[src/design/rlx_map.svh]
`ifndef RLX_MAP_SVH
`define RLX_MAP_SVH

// =====================================================================
// Command and log addresses
`define CMD_READ_LOG_EXT 8'h2f
`define LOG_DIR 8'h00
`define LOG_COMP_ERR 8'h03
`define LOG_SELFTEST 8'h06
`define LOG_EXT_SELFTEST 8'h07
`define LOG_POWER 8'h08
`define LOG_NCQ_ERR 8'h10
`define LOG_PHY 8'h11
`define LOG_QMGMT 8'h12
`define LOG_REBUILD 8'h15
`define LOG_WSTREAM 8'h21
`define LOG_RSTREAM 8'h22
`define LOG_IDENT 8'h30
`define LOG_VENDOR_FIRST 8'h80
`define LOG_VENDOR_LAST 8'h9f

// =====================================================================
// Log lengths in sectors
`define SZ_ONE 16'h0001
`define SZ_VENDOR 16'h0010
`define SZ_NONE 16'h0000

// =====================================================================
// Feature enable bit positions
`define FE_SMART_ERR 0
`define FE_SELFTEST 1
`define FE_EPC 2
`define FE_NCQ 3
`define FE_PHY 4
`define FE_QMGMT 5
`define FE_STREAM 6
`define FE_SMART 7
`define FE_REBUILD 8

// =====================================================================
// Task file register addresses on the link
`define TF_DATA 3'h0
`define TF_ERROR 3'h1
`define TF_COUNT 3'h2
`define TF_SECNUM 3'h3
`define TF_CYLLOW 3'h4
`define TF_CYLHIGH 3'h5
`define TF_DEVHEAD 3'h6
`define TF_CMD 3'h7

// =====================================================================
// Status and error values
`define ST_BUSY 8'hd0
`define ST_DRQ 8'h58
`define ST_DONE 8'h50
`define ST_ABORT 8'h51
`define ERR_ABRT 8'h04
`define ST_ERR_BIT 0
`define ST_DRQ_BIT 3
`define DH_DEV_BIT 4
`define DH_FIXED 8'ha0
`define WORD_LAST 8'hff

// =====================================================================
// Controller register word addresses and fields
`define CR_CTRL 3'h0
`define CR_XFER 3'h1
`define CR_STATUS 3'h2
`define CR_DATA 3'h3
`define CR_IRQ_ST 3'h4
`define CR_IRQ_MASK 3'h5
`define CTRL_DEV_BIT 16
`define IRQ_BLOCK 0
`define IRQ_DONE 1
`define IRQ_ABORT 2

`endif

[src/design/rlx_pkg.sv]
package rlx_pkg;

  typedef logic [8:0] feat_type;

  typedef enum logic [2:0] {
    D_IDLE = 3'b001,
    D_FETCH = 3'b010,
    D_XFER = 3'b100
  } dev_state_type;

  typedef enum logic [6:0] {
    H_IDLE = 7'b0000001,
    H_TF = 7'b0000010,
    H_WAIT = 7'b0000100,
    H_STAT = 7'b0001000,
    H_ERRW = 7'b0010000,
    H_DATA = 7'b0100000,
    H_DWT = 7'b1000000
  } host_state_type;

endpackage : rlx_pkg

[src/design/ata_link_if.sv]
`timescale 1ns/1ps
interface ata_link_if;
  logic wr;
  logic rd;
  logic [2:0] addr;
  logic [15:0] wdata;
  logic [15:0] rdata;
  logic intrq;
  modport device(input wr, input rd, input addr, input wdata, output rdata, output intrq);
  modport host(output wr, output rd, output addr, output wdata, input rdata, input intrq);
endinterface : ata_link_if

[src/design/log_reader_host.sv]
// The register addresses and the Avalon-MM register port were decided locally.
`timescale 1ns/1ps
`include "rlx_map.svh"
module log_reader_host
(
  input wire logic sys_clk,
  input wire logic rst,
  ata_link_if.host link,
  input wire logic [2:0] avs_address,
  input wire logic avs_read,
  input wire logic avs_write,
  input wire logic [31:0] avs_writedata,
  output logic [31:0] avs_readdata,
  output logic avs_waitrequest,
  output logic irq
);
  import rlx_pkg::*;

  typedef struct packed {
    host_state_type st;
    logic [2:0] idx;
    logic pend;
    logic lwr;
    logic lrd;
    logic [2:0] laddr;
    logic [7:0] lwdata;
    logic [7:0] log_num;
    logic dev;
    logic [15:0] count;
    logic [15:0] start;
    logic [15:0] left;
    logic [7:0] wcnt;
    logic [15:0] word;
    logic wvalid;
    logic [7:0] ata_st;
    logic [7:0] ata_err;
    logic [2:0] irq_st;
    logic [2:0] irq_mask;
    logic ack;
    logic [31:0] rdata;
  } host_regs_type;

  host_regs_type s;
  host_regs_type n;

  // =====================================================================
  // Task file load order: previous bytes go first so they shift behind.
  function automatic logic [10:0] tf_write(input logic [2:0] i, input host_regs_type r);
    logic [10:0] w;
    w = {`TF_CMD, `CMD_READ_LOG_EXT};
    case (i)
      3'h0: w = {`TF_COUNT, r.count[15:8]};
      3'h1: w = {`TF_COUNT, r.count[7:0]};
      3'h2: w = {`TF_SECNUM, r.log_num};
      3'h3: w = {`TF_CYLLOW, r.start[15:8]};
      3'h4: w = {`TF_CYLLOW, r.start[7:0]};
      3'h5: w = {`TF_DEVHEAD, `DH_FIXED | {3'h0, r.dev, 4'h0}};
      default:
      begin
      end
    endcase
    return w;
  endfunction : tf_write

  // =====================================================================
  // Next state
  always_comb
  begin
    logic [2:0] ev;
    logic [10:0] tw;
    ev = 3'h0;
    tw = tf_write(s.idx, s);
    n = s;
    n.lwr = 1'b0;
    n.lrd = 1'b0;
    n.ack = (avs_read | avs_write) & ~s.ack;
    if (avs_read && !s.ack)
    begin
      case (avs_address)
        `CR_XFER: n.rdata = {s.start, s.count};
        `CR_STATUS: n.rdata = {8'h00, s.ata_err, s.ata_st, 6'h00, s.wvalid, s.st != H_IDLE};
        `CR_DATA: n.rdata = {16'h0000, s.word};
        `CR_IRQ_ST: n.rdata = {29'h0, s.irq_st};
        `CR_IRQ_MASK: n.rdata = {29'h0, s.irq_mask};
        default: n.rdata = 32'h0;
      endcase
    end
    if (avs_read && s.ack)
    begin
      if (avs_address == `CR_DATA)
      begin
        n.wvalid = 1'b0;
      end
      if (avs_address == `CR_IRQ_ST)
      begin
        n.irq_st = 3'h0;
      end
    end
    if (avs_write && s.ack)
    begin
      case (avs_address)
        `CR_CTRL:
        begin
          if (avs_writedata[0] && s.st == H_IDLE)
          begin
            n.log_num = avs_writedata[15:8];
            n.dev = avs_writedata[`CTRL_DEV_BIT];
            n.left = s.count;
            n.wcnt = 8'h00;
            n.idx = 3'h0;
            n.st = H_TF;
          end
        end
        `CR_XFER:
        begin
          n.count = avs_writedata[15:0];
          n.start = avs_writedata[31:16];
        end
        `CR_IRQ_MASK: n.irq_mask = avs_writedata[2:0];
        default:
        begin
        end
      endcase
    end
    case (s.st)
      H_IDLE:
      begin
      end
      H_TF:
      begin
        n.lwr = 1'b1;
        n.laddr = tw[10:8];
        n.lwdata = tw[7:0];
        n.idx = s.idx + 3'h1;
        if (s.idx == 3'h6)
        begin
          n.st = H_WAIT;
        end
      end
      H_WAIT:
      begin
        if (link.intrq)
        begin
          n.lrd = 1'b1;
          n.laddr = `TF_CMD;
          n.pend = 1'b1;
          n.st = H_STAT;
        end
      end
      H_STAT:
      begin
        n.pend = 1'b0;
        if (!s.pend)
        begin
          n.ata_st = link.rdata[7:0];
          n.st = link.rdata[`ST_DRQ_BIT] ? H_DATA : H_WAIT;
          if (link.rdata[`ST_ERR_BIT])
          begin
            n.lrd = 1'b1;
            n.laddr = `TF_ERROR;
            n.pend = 1'b1;
            n.st = H_ERRW;
          end
        end
      end
      H_ERRW:
      begin
        n.pend = 1'b0;
        if (!s.pend)
        begin
          n.ata_err = link.rdata[7:0];
          ev[`IRQ_ABORT] = 1'b1;
          n.st = H_IDLE;
        end
      end
      H_DATA:
      begin
        // Each word waits for software, so the device is never rushed.
        if (!s.wvalid)
        begin
          n.lrd = 1'b1;
          n.laddr = `TF_DATA;
          n.pend = 1'b1;
          n.st = H_DWT;
        end
      end
      H_DWT:
      begin
        n.pend = 1'b0;
        if (!s.pend)
        begin
          n.word = link.rdata;
          n.wvalid = 1'b1;
          n.wcnt = s.wcnt + 8'h01;
          n.st = H_DATA;
          if (s.wcnt == `WORD_LAST)
          begin
            ev[`IRQ_BLOCK] = 1'b1;
            n.left = s.left - 16'h0001;
            n.st = H_WAIT;
            if (s.left == 16'h0001)
            begin
              ev[`IRQ_DONE] = 1'b1;
              n.st = H_IDLE;
            end
          end
        end
      end
      default:
      begin
        n.st = H_IDLE;
      end
    endcase
    // New events win over a clearing read in the same cycle.
    n.irq_st = n.irq_st | ev;
  end

  always_ff @(posedge sys_clk or posedge rst)
  begin
    if (rst)
    begin
      s <= '0;
      s.st <= H_IDLE;
    end
    else
    begin
      s <= n;
    end
  end

  // =====================================================================
  // Outputs
  assign avs_waitrequest = (avs_read | avs_write) & ~s.ack;
  assign avs_readdata = s.rdata;
  assign irq = |(s.irq_st & s.irq_mask);
  assign link.wr = s.lwr;
  assign link.rd = s.lrd;
  assign link.addr = s.laddr;
  assign link.wdata = {8'h00, s.lwdata};

endmodule : log_reader_host

[src/flat_wrapper.sv]
// flat-port wrapper written by rule: the top's interface ports become plain ports
module log_reader_host_flat import rlx_pkg::*;
  (sys_clk, rst, avs_address, avs_read, avs_write, avs_writedata, avs_readdata, avs_waitrequest, irq, link_wr, link_rd, link_addr, link_wdata, link_rdata, link_intrq);
  ata_link_if link_i ();
  input wire logic sys_clk;
  input wire logic rst;
  input wire logic [2:0] avs_address;
  input wire logic avs_read;
  input wire logic avs_write;
  input wire logic [31:0] avs_writedata;
  output logic [31:0] avs_readdata;
  output logic avs_waitrequest;
  output logic irq;
  output wire logic [$bits(link_i.wr)-1:0] link_wr;
  output wire logic [$bits(link_i.rd)-1:0] link_rd;
  output wire logic [$bits(link_i.addr)-1:0] link_addr;
  output wire logic [$bits(link_i.wdata)-1:0] link_wdata;
  input wire logic [$bits(link_i.rdata)-1:0] link_rdata;
  input wire logic [$bits(link_i.intrq)-1:0] link_intrq;
  assign link_wr = link_i.wr;
  assign link_rd = link_i.rd;
  assign link_addr = link_i.addr;
  assign link_wdata = link_i.wdata;
  assign link_i.rdata = link_rdata;
  assign link_i.intrq = link_intrq;
  log_reader_host u_core (.sys_clk(sys_clk), .rst(rst), .link(link_i), .avs_address(avs_address), .avs_read(avs_read), .avs_write(avs_write), .avs_writedata(avs_writedata), .avs_readdata(avs_readdata), .avs_waitrequest(avs_waitrequest), .irq(irq));
endmodule
[config.mk]
export PLATFORM = sky130hd
export DESIGN_NAME = log_reader_host_flat
export DESIGN_NICKNAME = d
export VERILOG_FILES = /design/src/design/rlx_pkg.sv /design/src/design/ata_link_if.sv /design/src/design/log_reader_host.sv /design/src/flat_wrapper.sv
export VERILOG_INCLUDE_DIRS = /design/src /design/src/design
export SDC_FILE = /design/constraint.sdc
export NUM_CORES = 1
export LEC_CHECK = 0
export CAP_MARGIN = 20
export CORE_UTILIZATION = 45
export CTS_CLUSTER_SIZE = 8
export DETAILED_ROUTE_END_ITERATION = 10
export DONT_BUFFER_PORTS = 1
export GPL_TIMING_DRIVEN = 0
export MAX_ROUTING_LAYER = met4
export SKIP_CTS_REPAIR_TIMING = 1
export SYNTH_ARGS = -nofsm -noshare
export SYNTH_HDL_FRONTEND = slang
export SYNTH_SLANG_ARGS = --single-unit
[constraint.sdc]
create_clock -name sys_clk -period 10.3 [get_ports sys_clk]
set_clock_uncertainty 0.1 [all_clocks]
set_input_delay 2.06 -clock sys_clk [delete_from_list [all_inputs] [get_ports sys_clk]]
set_output_delay 2.06 -clock sys_clk [all_outputs]
set_load 0.02 [all_outputs]
==> results of run 1 <==
-- state kept, by name, summed over array words and instances (netlist names) --
register / count
u_core.s: 116
u_core.avs_readdata: 32
u_core.link.wdata: 8
u_core.link.addr: 3
u_core.link.rd: 1
u_core.link.wr: 1
-- through the flow --
step           setup slack (ps)  hold slack [ps]  total power, mW
2_1_floorplan              3790              333             1.28
3_3_place_gp               2160              347             1.42
3_5_place_dp               5590              354             1.44
4_1_cts                    5590              370             2.15
5_1_grt                    5560              391             2.26
6_report                   5590              368             2.14
-- worst min-delay path, stage by stage, from the launching register on --
cell and delay (ps):
dfrtp_1 340, nand2_1 50, nand2_1 50
-- cells by family after synthesis --
logic type | Yosys count
adder cells (fa/ha/maj) | 8
multiplexers | 76
XOR/XNOR | 3
AND/OR/NAND/NOR | 275
buffers and inverters | 113
other | 1
AO/OA/AOI/OAI | 172
flip-flops | 161
-- final cells by class --
| class | count | area share |
|---|---|---|
| tap | 225 | 0.0309 |
| clock buffer | 19 | 0.0498 |
| inverter | 14 | 0.00660 |
| multi-input combinational | 542 | 0.379 |
| clock inverter | 13 | 0.0228 |
| buffer | 99 | 0.0654 |
| sequential | 161 | 0.443 |
| timing repair buffer | 1 | 0.00302 |
-- routing by layer --
metal	global-route usage	part of all wire
met5	-	0
met4	0.106	0.031
met3	0.0600	0.071
met2	0.373	0.44
met1	0.353	0.45
-- worst max path at each step --
stage / startpoint / end / slack (ps) / cells after the start
6_report: avs_write / avs_waitrequest / 5590 / 2
5_1_grt: avs_write / avs_waitrequest / 5560 / 2
3_3_place_gp: rst / u_core.avs_readdata[4] / 2160 / 1
3_5_place_dp: avs_write / avs_waitrequest / 5590 / 2
2_1_floorplan: rst / u_core.avs_readdata[0] / 3790 / 1
4_1_cts: avs_write / avs_waitrequest / 5590 / 2
-- synthesized netlist by cell type (7+ instances only) --
| cell type | n | area, um^2 |
|---|---|---|
| nor2_1 | 42 | 158 |
| o21ai_0 | 59 | 295 |
| a311oi_1 | 10 | 87.6 |
| dfrtp_1 | 160 | 4000 |
| mux2i_1 | 11 | 110 |
| buf_2 | 8 | 40.0 |
| a22o_1 | 9 | 78.8 |
| a22oi_1 | 23 | 173 |
| a222oi_1 | 7 | 70.1 |
| nand2_1 | 142 | 533 |
| mux2_2 | 65 | 732 |
| a21oi_1 | 24 | 120 |
| nand3_1 | 13 | 65.1 |
| clkbuf_1 | 33 | 124 |
| o31ai_1 | 7 | 52.6 |
| buf_4 | 53 | 398 |
| nor2b_1 | 11 | 68.8 |
| inv_1 | 14 | 52.6 |
| nand2b_1 | 7 | 43.8 |
| nor3_1 | 17 | 85.1 |
| ha_1 | 8 | 100 |
-- power by group --
part / internal (mW) / leakage [nW] / total [mW] / switching (mW)
combinational: 0.224 / 1.80 / 0.542 / 0.318
sequential: 0.761 / 2.02 / 0.900 / 0.139
clock: 0.443 / 0.312 / 0.702 / 0.259
==> impl_results.md, run 1 <==
- Compound-Gate Fraction of Synth Area: 0.142
- Placed instance count: 1042
- Setup TNS: 0 ps
- Element type at the critical path end: output port
- Starting Density: 0.465
- Die X: between 100 and 150 um
- Worst-path clk slew: 60 ps
- Routed WL: 22400 um
- Crit path cell chain: nor2_1, nor2_1
- Via count: between 6k and 7k
- RSZ-0062 raised after global routing: no
- Most common cell after layout, fill and taps aside: dfrtp_1
- Cells after synthesis: 809
- Worst Path Buf+Inv: 0
- Worst hold stages: 2
- Max Freq: ~210 MHz
- Async S/R FF share, synth: 1.00
- DP Wirelength: 16700 um
- Layout Utilization: 0.523
- RR Endpoint: u_core.s[130]
- H-tree depth: 4
- Slowest stage delay, CP: 460 ps
- Layout cells sized above 1: 0.206
- Largest net degree at the start of global routing: between 80 and 90
- Delay-heaviest family, CP: simple AND/OR/NAND/NOR gates
- PwrDens: 236 nW/um^2
- Clk_lat worst skew: 420 ps
- Area grow syn2layout: 12.4%
- Antenna violations before repair: 0
- Period minus WS final: ~4700 ps
- Post-synthesis xor/xnor area fraction: 0.00324
- Remaining global-route overflow: 0
- Maximum clock path buffer count: 2
- Routed length per instance: 20.9 um
- Design area: 9100 um^2
- Remaining DRCs: 0
- Reg2reg setup slack: 7680 ps
- Kind of critical path: input port to output port
- # fillers: 1609
- Syn Area/Cell: 10.0 um^2
- Finished Layout Cells: ~1.1k
- Seq/Total Area, Yosys: 0.498
- Main combinational cell family by area after synthesis: simple AND/OR/NAND/NOR gates
- Overall Global Routing Usage: 0.260
- Slew HR: 0.531
- Peak supply drop: 166 uV
- First-pass GRT wire length: between 30000 and 40000 um
- Adder-Cell Fraction of Synth Area: 0.0124
- Mux cell area share after synthesis: 0.104
- CTS root buf: clkbuf_16
- Nature of the critical path startpoint: input port
- Final Wtd Congestion: 0.939
- Vias per cell: approximately 5.8
- Reg area: 4030 um^2
- YS warnings: 0
- Placed inst area: 8440 um^2
- Req. time, crit path: 8140 ps
- Status: finished, final reports clean
- Critical Path Fanout Max: 4
- # IOs: 111
- Transition time of the tightest slew-check pin: around 700 ps
- Hold endpoint: u_core.s[71]
- Post-DRT Antenna Nets: 0
- Final Hold Fails: 0
- Vias in the first global route: 6131
- #FFs+latches synth: ~160
- Worst min-delay path class: flop to flop
- Nets: 900
- Max-slew violation count: 0
- Fin crit share: 0.457
- Ys flop type: dfrtp_1
- Num CTS Buffers: 17
- Multi-input logic area: 3450 um^2
- Yosys cell types: 64
- Mapped Area: 8100 um^2
- Setup violators final: 0
- CTS tree: yes
- Synth Area in Simple Gates: 0.160
- Clock Sinks: 161
- Slowest-stage cell, CP: nor2_1
- Number of synthesized flops with an enable pin: 0
- Die Height: 136 um
- PortBufs: 0
- Die area: 18500 um^2
- Iteration count of the initial detailed-routing pass: 5
- Most frequent CP cell: nor2_1
- Site Rows: 48
- Ant. Diodes: 0
- Lkg Pwr: between 4 and 5 nW
- Most frequent cells in the layout: dfrtp_1, nand2_1, mux2_2
- Hold path startpoint: u_core.s[71]
- R2R depth: 6
- Max-cap violations: 0
- Total core area: 17400 um^2
- DRT iter0 DRCs: between 400 and 500
- RR Startpoint: u_core.s[158]
- CP Data Arrival Time: 2550 ps
Note: power is estimated with default switching activity, not from simulation.
==> inputs of run 2 (changes only) <==
Clock period 10.3 ns to 4.7 ns, I/O delays scaled along.
==> run 2 against run 1 <==
  * Register-to-register slack got worse by 5700 ps
  * Hold slack got worse by 45 ps
  * Clock power increased by 100%
  * First-iteration DRC count increased by 8.9%
  * Global-route usage increased by 0.15 points
  * Cell area decreased by 0.11%
  * Largest power group unchanged
  * Largest cell class unchanged
==> impl_results.md, run 2 (synthesized netlist as in run 1, its figures left out) <==
- Largest register FFs: 116
- Worst min-delay path class: input port to asynchronous set/reset pin
- Die area: 18500 um^2
- Clk_lat worst skew: 420 ps
- Total core area: 17400 um^2
- Transition time of the tightest slew-check pin: 835 ps
- Max-cap violations: 0
- Ant. Diodes: 0
- Vias in the first global route: 6154
- Combinational share of power: 0.260
- Period minus WS final: 2710 ps
- Routed length per instance: between 20 and 25 um
- Area grow syn2layout: 12.3%
- Power, Total: about 4.6 mW
- PortBufs: 0
- DP Wirelength: 17000 um
- Final Hold Fails: 0
- Most common cell after layout, fill and taps aside: dfrtp_1
- Final Wtd Congestion: 0.930
- Routed WL: 22400 um
- Maximum clock path buffer count: 2
- H-tree depth: 4
- Lkg Pwr: 4.13 nW
- M1 WL: 10200 um
- Setup TNS: 0 ps
- # IOs: roughly 110
- Overall Global Routing Usage: 0.262
- Multi-input logic area: 3450 um^2
- Nature of the critical path startpoint: flop
- Iteration count of the initial detailed-routing pass: 5
- Setup violators final: 0
- Die X: roughly 140 um
- CTS root buf: clkbuf_16
- Clock network power share: 0.311
- Req. time, crit path: 4900 ps
- Most frequent cells in the layout: dfrtp_1, nand2_1, mux2_2
- # fillers: 1593
- Antenna violations before repair: 0
- Switching fraction of total power: 0.343
- Critical Path Fanout Max: 10
- Via count: around 6.3k
- Clock Sinks: 161
- Peak supply drop: approximately 460 uV
- Switching pwr: about 1.6 mW
- Fin crit share: 0.578
- Nets: 903
- Num CTS Buffers: 17
- Highest routed layer: met4
- Post-DRT Antenna Nets: 0
- Kind of critical path: flop to flop
- PwrDens: 505 nW/um^2
- Layout cells sized above 1: 0.207
- Met3 Routed Length: 1570 um
- Slew HR: 0.441
- RSZ-0062 raised after global routing: no
- Worst-path clk slew: 60 ps
- Starting Density: 0.465
- Remaining global-route overflow: 0
- Reg area: 4030 um^2
- DRT iter0 DRCs: 502
- Status: finished, final reports clean
- Most flops, register: u_core.s
- Max-slew violation count: 0
- Met2 wire length: approximately 10000 um
- Element type at the critical path end: flop
- Max Freq: roughly 370 MHz
- CTS tree: yes
- CP Data Arrival Time: 2910 ps
- Sequential power share: 0.429
- Die Height: 136 um
- Hold WS: 323 ps
- Internal Pwr Total: between 3 and 4 mW
- Site Rows: 48
- Largest net degree at the start of global routing: 42
- First-pass GRT wire length: about 35000 um
- Remaining DRCs: 0
- Vias per cell: around 5.8
[run 2: changes by cell type in the layout (fill, tap and decap cells not counted), sizes merged]
cell / before / now
clkinv: 3 / 4
clkinvlp: 4 / 3
inv: 15 / 16
clkbuf: 52 / 53
bufinv: 5 / 3
buf: 67 / 70
[run 2: routing by layer]
metal,vias to the layer above,track usage
li1,2881,-
met1,3139,0.353
met2,238,0.386
met3,29,0.0652
met4,0,0.0802
met5,-,-
[run 2: critical path, stage by stage, from the launching register on]
cell	delay [ps]
dfrtp_1	480
nor4_2	590
nand3_2	230
nor2_1	700
buf_2	390
nor2_1	100
[run 2: power groups by stage]
stage	combinational [mW]	sequential, mW	clock, mW
2_1_floorplan	0.943	1.86	0
3_3_place_gp	1.14	1.97	0
3_5_place_dp	1.18	1.99	0
4_1_cts	1.19	1.96	1.45
5_1_grt	1.32	2.01	1.51
6_report	1.19	1.97	1.43
[run 2: stage by stage]
step,setup slack [ps],area (um^2),std cells,util
finish,1990,9090,1077,0.522
global route,1890,9090,1077,0.522
CTS,2060,9090,1077,0.522
detailed placement,1720,8490,1045,0.488
global placement,756,8410,1041,0.483
floorplan,1620,8130,816,-
[run 2: path summary, 6_finish.rpt]
kind | startpoint | end | slack [ps] | cells after the start
setup reg to reg | u_core.s[158] | u_core.s[76] | 1990 | 5
setup / recovery | u_core.s[158] | u_core.s[76] | 1990 | 5
min in group sys_clk | u_core.s[70] | u_core.s[70] | 370 | 2
hold reg to reg | u_core.s[70] | u_core.s[70] | 370 | 2
max in group asynchronous | rst | u_core.s[67] | 3320 | 3
hold / removal | rst | u_core.link.wr | 320 | 1
[run 2: layout make-up]
| cell class | count | area share |
|---|---|---|
| clock buffer | 20 | 0.0491 |
| multi-input combinational | 542 | 0.379 |
| inverter | 14 | 0.00619 |
| sequential | 161 | 0.443 |
| buffer | 99 | 0.0655 |
| clock inverter | 12 | 0.0171 |
| tap | 225 | 0.0310 |
| timing repair buffer | 4 | 0.00881 |
